**config.mk**
```make
export PLATFORM = sky130hd
export DESIGN_NAME = content_protect_debug_config_regs
export DESIGN_NICKNAME = d
export VERILOG_FILES = /design/src/core/protect_cfg_pkg.sv /design/src/core/content_protect_debug_config_regs.sv /design/src/core/protect_timeout_counter.sv
export SDC_FILE = /design/constraint.sdc
export NUM_CORES = 1
export LEC_CHECK = 0
export BUFFER_PORTS_ARGS = -buffer_cell sky130_fd_sc_hd__buf_2
export CORE_MARGIN = 2
export CORE_UTILIZATION = 60
export CTS_CLUSTER_DIAMETER = 80
export DETAILED_ROUTE_END_ITERATION = 6
export HOLD_SLACK_MARGIN = 0.06
export MAX_ROUTING_LAYER = met4
export PLACE_DENSITY = 0.83
export SYNTH_ARGS = -nofsm -noshare
export SYNTH_HDL_FRONTEND = slang
export SYNTH_SLANG_ARGS = --single-unit
```
**constraint.sdc**
```tcl
create_clock -name clk_i -period 6.1 [get_ports clk_i]
set_input_delay 0.305 -clock clk_i [delete_from_list [all_inputs] [get_ports clk_i]]
set_output_delay 0.305 -clock clk_i [all_outputs]
set_load 0.01 [all_outputs]
```
**src/core/protect_cfg_pkg.sv**
```systemverilog
package protect_cfg_pkg;
	localparam logic [7:0] DEBUG_CTRL_ADDR = 8'hc0;
	localparam logic [7:0] CONFIG_ADDR = 8'hc2;
	localparam logic [7:0] DEBUG_CTRL_RESET = 8'h00;
	localparam logic [7:0] CONFIG_RESET = 8'h00;
	localparam logic [7:0] DEBUG_CTRL_WMASK = 8'h5f;
	localparam int DBG_TIMEOUT_DIS_BIT = 6;
	localparam int DBG_SYNC_DIS_BIT = 4;
	localparam int DBG_CHECKSUM_BIT = 3;
	localparam int DBG_FC_TEST_BIT = 2;
	localparam int DBG_SPEEDUP_BIT = 1;
	localparam int DBG_FAST_BIT = 0;
	localparam int CFG_ENHANCED_VERIFICATION_BIT = 7;
	localparam int CFG_EESS_BIT = 6;
	localparam int CFG_RPTR_BIT = 5;
	localparam int CFG_MODE_HI = 4;
	localparam int CFG_MODE_LO = 3;
	localparam int CFG_WAIT_BIT = 2;
	localparam int CFG_DET_SEL_BIT = 1;
	localparam int CFG_MUTE_BIT = 0;
	localparam logic [1:0] ENC_MODE_ALWAYS = 2'h3;
	localparam int CLK_MHZ = 100;
	localparam int TIMEOUT_MS = 1000;
	localparam int TIMEOUT_CYCLES = TIMEOUT_MS * CLK_MHZ * 1000;
	localparam int INIT_WAIT_MS = 100;
	localparam int INIT_WAIT_CYCLES = INIT_WAIT_MS * CLK_MHZ * 1000;
	localparam logic [7:0] ENH_PERIOD_NORMAL = 8'd16;
	localparam logic [7:0] ENH_PERIOD_TEST = 8'd2;
	localparam logic [7:0] LINK_PERIOD_NORMAL = 8'd128;
	localparam logic [7:0] LINK_PERIOD_TEST = 8'd16;
	localparam logic [7:0] SYNC_FRAME_NUM = 8'd127;
	localparam logic [7:0] LINE_FRAME_NUM = 8'd128;

	typedef struct packed {
		logic i2c_timeout_disable;
		logic sync_check_disable;
		logic line_checksum_enable;
		logic frame_counter_test;
		logic timer_speedup;
		logic i2c_fast_mode;
	} debug_ctrl_s;

	typedef struct packed {
		logic enhanced_verification;
		logic enhanced_status_signaling;
		logic repeater_enable;
		logic [1:0] enc_mode;
		logic initial_wait_enable;
		logic detect_select;
		logic av_mute;
	} config_s;

	typedef struct packed {
		logic enh_check;
		logic link_check;
		logic sync_check;
	} check_pulse_s;
endpackage : protect_cfg_pkg

```
**src/core/content_protect_debug_config_regs.sv**
```systemverilog
// Contract
// - Timeout-disable bit set stops the embedded I2C master bus-idle timeout.
// - With timeout enabled, bus counts as free after one second idle.
// - By default check link integrity at frames 127 and 128.
// - Sync-check-disable bit skips the frame 127 check, keeps the later one.
// - Line-checksum bit sends ones-complement checksum per colour channel each line.
// - Frame-counter test: enhanced value every 2, integrity every 16 frames.
// - Normal counting: enhanced value every 16, integrity every 128 frames.
// - Timer-speedup bit shortens authentication timers.
// - Debug bit 0 selects fast-mode I2C timing, else standard mode.
// - Fast-mode bit mirrored in the indication status register.
// - Enhanced-verification bit enables check on every 16th frame.
// - Config bit 6 selects original or enhanced status signaling.
// - Repeater bit enables extra repeater authentication steps.
// - Wait 100 ms for receiver computations only when config bit 2 set.
// - Detect-select adds receiver lock to the receiver-detect interrupt.
// - Mute bit starts audio/video mute, ignoring encryption status controls, only while config bit 6 selects enhanced signaling.
// - Always-encrypt mode forces the encryption-enable control to read 1.
`timescale 1ns/1ps
`default_nettype none
module content_protect_debug_config_regs
	import protect_cfg_pkg::*;
#(
	parameter int BUS_TIMEOUT_CYCLES = TIMEOUT_CYCLES,
	parameter int WAIT_CYCLES = INIT_WAIT_CYCLES
) (
	input wire logic clk_i, // system clock
	input wire logic rst_i, // synchronous reset
	input wire logic reg_wr_i, // register write strobe
	input wire logic reg_rd_i, // register read strobe
	input wire logic [7:0] reg_addr_i, // register address
	input wire logic [7:0] reg_wdata_i, // write data
	output logic [7:0] reg_rdata_o, // read data
	output logic reg_hit_o, // address is one of ours
	input wire logic i2c_bus_active_i, // embedded I2C activity seen
	output logic i2c_bus_free_o, // master may assume bus free
	output logic i2c_fast_mode_o, // fast timing select
	output logic indication_fast_o, // mirror for status register
	output logic timer_speedup_o, // shorten authentication timers
	input wire logic frame_start_i, // one pulse per frame
	output logic enh_check_o, // enhanced value check pulse
	output logic link_check_o, // link integrity check pulse
	output logic sync_check_o, // early sync check pulse
	output logic [7:0] frame_count_o, // frame counter
	input wire logic line_valid_i, // active video pixel
	input wire logic line_end_i, // end of active line
	input wire logic [23:0] pixel_i, // colour channels
	input wire logic checksum_ready_i, // consumer takes checksum
	output logic checksum_valid_o, // checksum available
	output logic [23:0] checksum_o, // per-channel checksums
	output logic repeater_mode_o, // repeater steps active
	output logic enhanced_signaling_o, // enhanced status scheme
	input wire logic auth_start_i, // authentication begins
	output logic initial_wait_done_o, // receiver compute wait over
	input wire logic rx_detect_i, // downstream receiver detected
	input wire logic rx_lock_i, // receiver lock indication
	output logic rx_detect_irq_o, // receiver-detect interrupt level
	output logic av_mute_o, // mute active
	input wire logic encrypt_enable_i, // requested encryption enable
	output logic encrypt_enable_o, // effective encryption enable
	output logic encrypt_status_ignore_o // status controls ignored
);
	debug_ctrl_s dbg;
	debug_ctrl_s next_dbg;
	config_s cfg;
	config_s next_cfg;
	logic [7:0] rdata;
	logic [7:0] next_rdata;

	function automatic logic [7:0] ones_sum(input logic [7:0] acc, input logic [7:0] val);
		logic [8:0] s;
		s = {1'b0, acc} + {1'b0, val};
		ones_sum = s[7:0] + {7'h0, s[8]};
	endfunction : ones_sum

	function automatic logic [7:0] dbg_word(input debug_ctrl_s d);
		dbg_word = {1'b0, d.i2c_timeout_disable, 1'b0, d.sync_check_disable,
			d.line_checksum_enable, d.frame_counter_test, d.timer_speedup, d.i2c_fast_mode};
	endfunction : dbg_word

	// Periods are powers of two, so the phase is a mask rather than a divide.
	function automatic logic [7:0] frame_phase(input logic [7:0] count, input logic [7:0] period);
		frame_phase = count & (period - 8'h1);
	endfunction : frame_phase

	function automatic logic addr_hit(input logic [7:0] a);
		addr_hit = (a == DEBUG_CTRL_ADDR) || (a == CONFIG_ADDR);
	endfunction : addr_hit

	always_comb begin
		next_dbg = dbg;
		next_cfg = cfg;
		next_rdata = rdata;
		if (reg_wr_i && reg_addr_i == DEBUG_CTRL_ADDR) begin
			next_dbg.i2c_timeout_disable = reg_wdata_i[DBG_TIMEOUT_DIS_BIT];
			next_dbg.sync_check_disable = reg_wdata_i[DBG_SYNC_DIS_BIT];
			next_dbg.line_checksum_enable = reg_wdata_i[DBG_CHECKSUM_BIT];
			next_dbg.frame_counter_test = reg_wdata_i[DBG_FC_TEST_BIT];
			next_dbg.timer_speedup = reg_wdata_i[DBG_SPEEDUP_BIT];
			next_dbg.i2c_fast_mode = reg_wdata_i[DBG_FAST_BIT];
		end
		if (reg_wr_i && reg_addr_i == CONFIG_ADDR) begin
			next_cfg = config_s'(reg_wdata_i);
		end
		if (reg_rd_i) begin
			case (reg_addr_i)
				DEBUG_CTRL_ADDR: begin
					next_rdata = dbg_word(dbg) & DEBUG_CTRL_WMASK;
				end
				CONFIG_ADDR: begin
					next_rdata = 8'(cfg);
				end
				default: begin
					next_rdata = 8'h00;
				end
			endcase
		end
	end

	always_ff @(posedge clk_i) begin
		if (rst_i) begin
			dbg <= debug_ctrl_s'({DEBUG_CTRL_RESET[DBG_TIMEOUT_DIS_BIT],
				DEBUG_CTRL_RESET[DBG_SYNC_DIS_BIT:0]});
			cfg <= config_s'(CONFIG_RESET);
			rdata <= 8'h00;
		end else begin
			dbg <= next_dbg;
			cfg <= next_cfg;
			rdata <= next_rdata;
		end
	end

	assign reg_rdata_o = rdata;
	assign reg_hit_o = addr_hit(reg_addr_i);

	// Any bus activity restarts the idle count, and so does clearing the disable bit.
	// idle timeout
	protect_timeout_counter #(
		.LIMIT(BUS_TIMEOUT_CYCLES)
	) bus_idle_timer (
		.clk_i(clk_i),
		.rst_i(rst_i),
		.run_i(!dbg.i2c_timeout_disable),
		.restart_i(i2c_bus_active_i),
		.done_o(i2c_bus_free_o)
	);

	assign i2c_fast_mode_o = dbg.i2c_fast_mode;
	assign indication_fast_o = dbg.i2c_fast_mode;
	assign timer_speedup_o = dbg.timer_speedup;
	assign repeater_mode_o = cfg.repeater_enable;
	assign enhanced_signaling_o = cfg.enhanced_status_signaling;

	logic [7:0] frame_count;
	logic [7:0] next_frame_count;
	check_pulse_s checks;
	check_pulse_s next_checks;
	logic [7:0] enh_period;
	logic [7:0] link_period;

	always_comb begin
		enh_period = dbg.frame_counter_test ? ENH_PERIOD_TEST : ENH_PERIOD_NORMAL;
		link_period = dbg.frame_counter_test ? LINK_PERIOD_TEST : LINK_PERIOD_NORMAL;
		next_frame_count = frame_count;
		next_checks = '0;
		if (frame_start_i) begin
			next_frame_count = frame_count + 8'h1;
			next_checks.enh_check = cfg.enhanced_verification
				&& (frame_phase(next_frame_count, enh_period) == 8'h0);
			next_checks.link_check = frame_phase(next_frame_count, link_period) == 8'h0;
			next_checks.sync_check = !dbg.sync_check_disable
				&& (frame_phase(next_frame_count, link_period) == (link_period - 8'h1));
		end
	end

	always_ff @(posedge clk_i) begin
		if (rst_i) begin
			frame_count <= 8'h00;
			checks <= '0;
		end else begin
			frame_count <= next_frame_count;
			checks <= next_checks;
		end
	end

	assign enh_check_o = checks.enh_check;
	assign link_check_o = checks.link_check;
	assign sync_check_o = checks.sync_check;
	assign frame_count_o = frame_count;

	logic [23:0] acc;
	logic [23:0] next_acc;
	logic [23:0] line_sum;
	logic [23:0] sum_out;
	logic [23:0] next_sum_out;
	logic sum_valid;
	logic next_sum_valid;

	always_comb begin
		// A pixel that arrives together with the line end still belongs to that line.
		line_sum = acc;
		if (line_valid_i) begin
			for (int c = 0; c < 3; c++) begin
				line_sum[c*8 +: 8] = ones_sum(acc[c*8 +: 8], pixel_i[c*8 +: 8]);
			end
		end
		next_acc = line_sum;
		next_sum_out = sum_out;
		next_sum_valid = sum_valid && !checksum_ready_i;
		if (line_end_i) begin
			next_acc = 24'h0;
			if (dbg.line_checksum_enable) begin
				next_sum_out = ~line_sum;
				next_sum_valid = 1'b1;
			end
		end
	end

	always_ff @(posedge clk_i) begin
		if (rst_i) begin
			acc <= 24'h0;
			sum_out <= 24'h0;
			sum_valid <= 1'b0;
		end else begin
			acc <= next_acc;
			sum_out <= next_sum_out;
			sum_valid <= next_sum_valid;
		end
	end

	assign checksum_o = sum_out;
	assign checksum_valid_o = sum_valid;

	logic wait_run;
	logic next_wait_run;
	logic wait_done;

	always_comb begin
		next_wait_run = wait_run;
		if (auth_start_i) begin
			next_wait_run = 1'b1;
		end
	end

	always_ff @(posedge clk_i) begin
		if (rst_i) begin
			wait_run <= 1'b0;
		end else begin
			wait_run <= next_wait_run;
		end
	end

	protect_timeout_counter #(
		.LIMIT(WAIT_CYCLES)
	) init_wait_timer (
		.clk_i(clk_i),
		.rst_i(rst_i),
		.run_i(wait_run && cfg.initial_wait_enable),
		.restart_i(auth_start_i),
		.done_o(wait_done)
	);
	assign initial_wait_done_o = !cfg.initial_wait_enable || wait_done;

	// Detect and lock come from the link side, so each passes two flops first.
	logic [1:0] det_sync;
	logic [1:0] next_det_sync;
	logic [1:0] lock_sync;
	logic [1:0] next_lock_sync;

	always_comb begin
		next_det_sync = {det_sync[0], rx_detect_i};
		next_lock_sync = {lock_sync[0], rx_lock_i};
	end

	always_ff @(posedge clk_i) begin
		if (rst_i) begin
			det_sync <= 2'h0;
			lock_sync <= 2'h0;
		end else begin
			det_sync <= next_det_sync;
			lock_sync <= next_lock_sync;
		end
	end

	assign rx_detect_irq_o = det_sync[1] && (!cfg.detect_select || lock_sync[1]);

	assign av_mute_o = cfg.av_mute && cfg.enhanced_status_signaling;
	assign encrypt_status_ignore_o = av_mute_o;
	assign encrypt_enable_o = (cfg.enc_mode == ENC_MODE_ALWAYS) || encrypt_enable_i;
endmodule : content_protect_debug_config_regs
`default_nettype wire

```
**src/core/protect_timeout_counter.sv**
```systemverilog
`timescale 1ns/1ps
`default_nettype none
// Counts enabled cycles and holds done high once the limit is reached.
module protect_timeout_counter
	import protect_cfg_pkg::*;
#(
	parameter int LIMIT = 1000
) (
	input wire logic clk_i, // system clock
	input wire logic rst_i, // synchronous reset
	input wire logic run_i, // count while high
	input wire logic restart_i, // reload to zero
	output logic done_o // high once limit reached
);
	logic [31:0] count;
	logic [31:0] next_count;

	always_comb begin
		next_count = count;
		if (restart_i || !run_i) begin
			next_count = 32'h0;
		end else if (count < 32'(LIMIT)) begin
			next_count = count + 32'h1;
		end
	end

	always_ff @(posedge clk_i) begin
		if (rst_i) begin
			count <= 32'h0;
		end else begin
			count <= next_count;
		end
	end

	assign done_o = run_i && (count >= 32'(LIMIT));
endmodule : protect_timeout_counter
`default_nettype wire
```
==> results.sh <==
export IMPL_synth_seq_cells=151
export IMPL_worstPathRequired_ns=6.39
export IMPL_relSlewSlack=0.185
export IMPL_cts_tree="built"
export IMPL_yosysWarnings=0
export IMPL_p_leak_nw=3.78
export IMPL_cts_num_sinks=151
export IMPL_powerDensity_nw_per_um2=260
export IMPL_drt_pass1_iter_count=5
export IMPL_vias=6452
export IMPL_crit_fanout=4
export IMPL_period_needed_ns=3.28
export IMPL_startpoint="acc[0]"
export IMPL_fin_total_pwr_mw=2.29
export IMPL_cts_buffers_inserted=17
export IMPL_tns_ns=0
export IMPL_syn_mean_instance_area_sq_um=8.72
export IMPL_cts_reportedPaths_clkPinSlew_ns=0.06
export IMPL_ant_nets=0
export IMPL_seq_area_frac_synth=0.399
export IMPL_worstSetupPathType="reg2reg"
export IMPL_nets=1052
export IMPL_track_usage=0.267
export IMPL_antenna_cells=0
export IMPL_core_sq_um=12500
export IMPL_crit_path_end_kind="flip-flop"
export IMPL_synthesis_nets=961
export IMPL_cts_setup_buffers=0
export IMPL_rsz0062_at_grt="false"
export IMPL_post_drt_wl_per_cell_um=14.9
export IMPL_yosys_top_cells_area="dfxtp_1 (40%), nor2_1 (6.1%), ha_1 (5.9%), xor2_1 (5.2%), mux2i_1 (3.4%)"
export IMPL_synthCells=869
export IMPL_start_util=0.608
export IMPL_arrival_ns=3.57
export IMPL_cts_hold_buf=0
export IMPL_slew_viol_final=0
export IMPL_grt_overflow_total=0
export IMPL_status="complete, no violations"
export IMPL_drive_gt1_frac=0.176
export IMPL_grt_pass1_wl_mm=27.7
export IMPL_remaining_drc_errors=0
export IMPL_synth_most_common_cell="dfxtp_1"
export IMPL_insertion_delay_ns=0.42
export IMPL_async_reset_ff_frac=0
export IMPL_finalClockSkew_ns=0.00633
export IMPL_finalSetupViolations=0
export IMPL_clock_root_buffer="clkbuf_16"
export IMPL_dp_hpwl_mm=12.1
export IMPL_timing_rr_start="acc[0]"
export IMPL_hp_class="in2reg"
export IMPL_synth_top_area_share=0.399
export IMPL_h_tree_depth=4
export IMPL_synth_top_flop_cell="dfxtp_1"
export IMPL_num_rows=41
export IMPL_routed_wl_mm=17.1
export IMPL_routed_via_density=5.63
export IMPL_area_growth_syn_to_layout_pct=16.0
export IMPL_cap_violations=0
export IMPL_clk_path_buf_depth=2
export IMPL_netlist_cell_type_count=65
export IMPL_timing_fmax_mhz=305
export IMPL_synth_edf_count=0
export IMPL_syn_cell_area_sq_um=7580
export IMPL_synth_largest_area_cell="dfxtp_1"
export IMPL_die_h_um=116
export IMPL_place_congestion=0.896
export IMPL_numPortBuffers=108
export IMPL_grt_max_degree=54
export IMPL_hold_start="rx_lock_i"
export IMPL_synth_commonest_cells="dfxtp_1 (151), nor2_1 (124), nand2_1 (60)"
export IMPL_crit_path_start_kind="flip-flop"
export IMPL_die_area_sq_um=13500
export IMPL_hold_viol=0
export IMPL_dr_first_iter_drc_count=347
export IMPL_finalCritPeriodShare=0.537
export IMPL_grt_pass1_vias=5900
export IMPL_peakVddDrop_uv=214
export IMPL_antenna_found_initial=0
export IMPL_tightest_slew_ns=1.21
export IMPL_io_pins=109
export IMPL_fp_dieW_um=116
export IMPL_cts_resized=0
## cell type report
cell class / instances / area (sq um)
Clock buffer: 17 / 425
Clock inverter: 15 / 178
Fill cell: 1007 / 3680
Inverter: 17 / 63.8
Multi-Input combinational cell: 664 / 4340
Sequential cell: 151 / 3020
Tap cell: 172 / 215
Timing Repair Buffer: 109 / 548
## metrics by stage
stage / cells / hold slack [ns] / area, sq um / util / setup WS, ns
5_1_grt: 1145 / 0.120 / 8790 / 0.705 / 2.54
6_report: 1145 / 0.0974 / 8790 / 0.705 / 2.82
2_1_floorplan: 869 / 0.414 / 7580 / - / 3.17
4_1_cts: 1145 / 0.0846 / 8790 / 0.705 / 2.83
3_5_place_dp: 1113 / 0.434 / 8190 / 0.657 / 2.77
3_3_place_gp: 1113 / 0.415 / 8190 / 0.657 / 2.78
## worst paths after layout
kind | end | slack (ns) | cells after the start
min | lock_sync[0] | 0.1 | 2
min reg2reg | lock_sync[1] | 0.45 | 1
max | flip-flop | 2.82 | 15
max reg2reg | flip-flop | 2.82 | 15
## layout by cell type (no fill, tap or decap), drive strengths merged, types with 19 or more instances in the layout
master	n
dfxtp	151
nor2	125
buf	109
nand2	60
a21oi	49
xor2	45
nand3	40
o21ai	40
ha	36
mux2i	26
xnor2	22
inv	19
## where the power goes
| part | leakage [nW] | internal, mW | switching (mW) |
|---|---|---|---|
| clock | 0.287 | 0.645 | 0.427 |
| sequential | 1.22 | 0.998 | 0.0105 |
| combinational | 2.27 | 0.0871 | 0.118 |
| total | 3.78 | 1.73 | 0.556 |
## routing by layer
metal | vias to the layer above | part of all wire | global-route usage | wire (um)
met5 | - | 0 | - | 0
met4 | 0 | 0.026 | 0.103 | 440
met3 | 37 | 0.049 | 0.0654 | 831
met2 | 148 | 0.48 | 0.432 | 8120
met1 | 3015 | 0.45 | 0.323 | 7680
li1 | 3252 | - | - | -
## worst max-delay path, stage by stage, from the launching register on
cell and delay (ns):
dfxtp_1 0.31, ha_1 0.20, fa_1 0.41, a211oi_1 0.49, nor2_1 0.13, o31a_1 0.30
o21ai_0 0.17, nand2b_1 0.09, ha_1 0.24, ha_1 0.22, nand2_1 0.06, nor3_1 0.06
nand3b_1 0.11, xnor2_1 0.12, a21oi_1 0.09, nor2b_1 0.17
## kinds of logic (layout without fill, tap and decap cells)
group | after synthesis | after routing | synth area share
XOR/XNOR | 67 | 67 | 0.0774
flip-flops | 151 | 151 | 0.399
buffers and inverters | 54 | 158 | 0.0299
AND/OR/NAND/NOR | 370 | 370 | 0.252
multiplexers | 32 | 32 | 0.0433
adder cells (fa/ha/maj) | 39 | 39 | 0.0674
AO/OA/AOI/OAI | 156 | 156 | 0.131
Note: power is estimated with default switching activity, not from simulation.
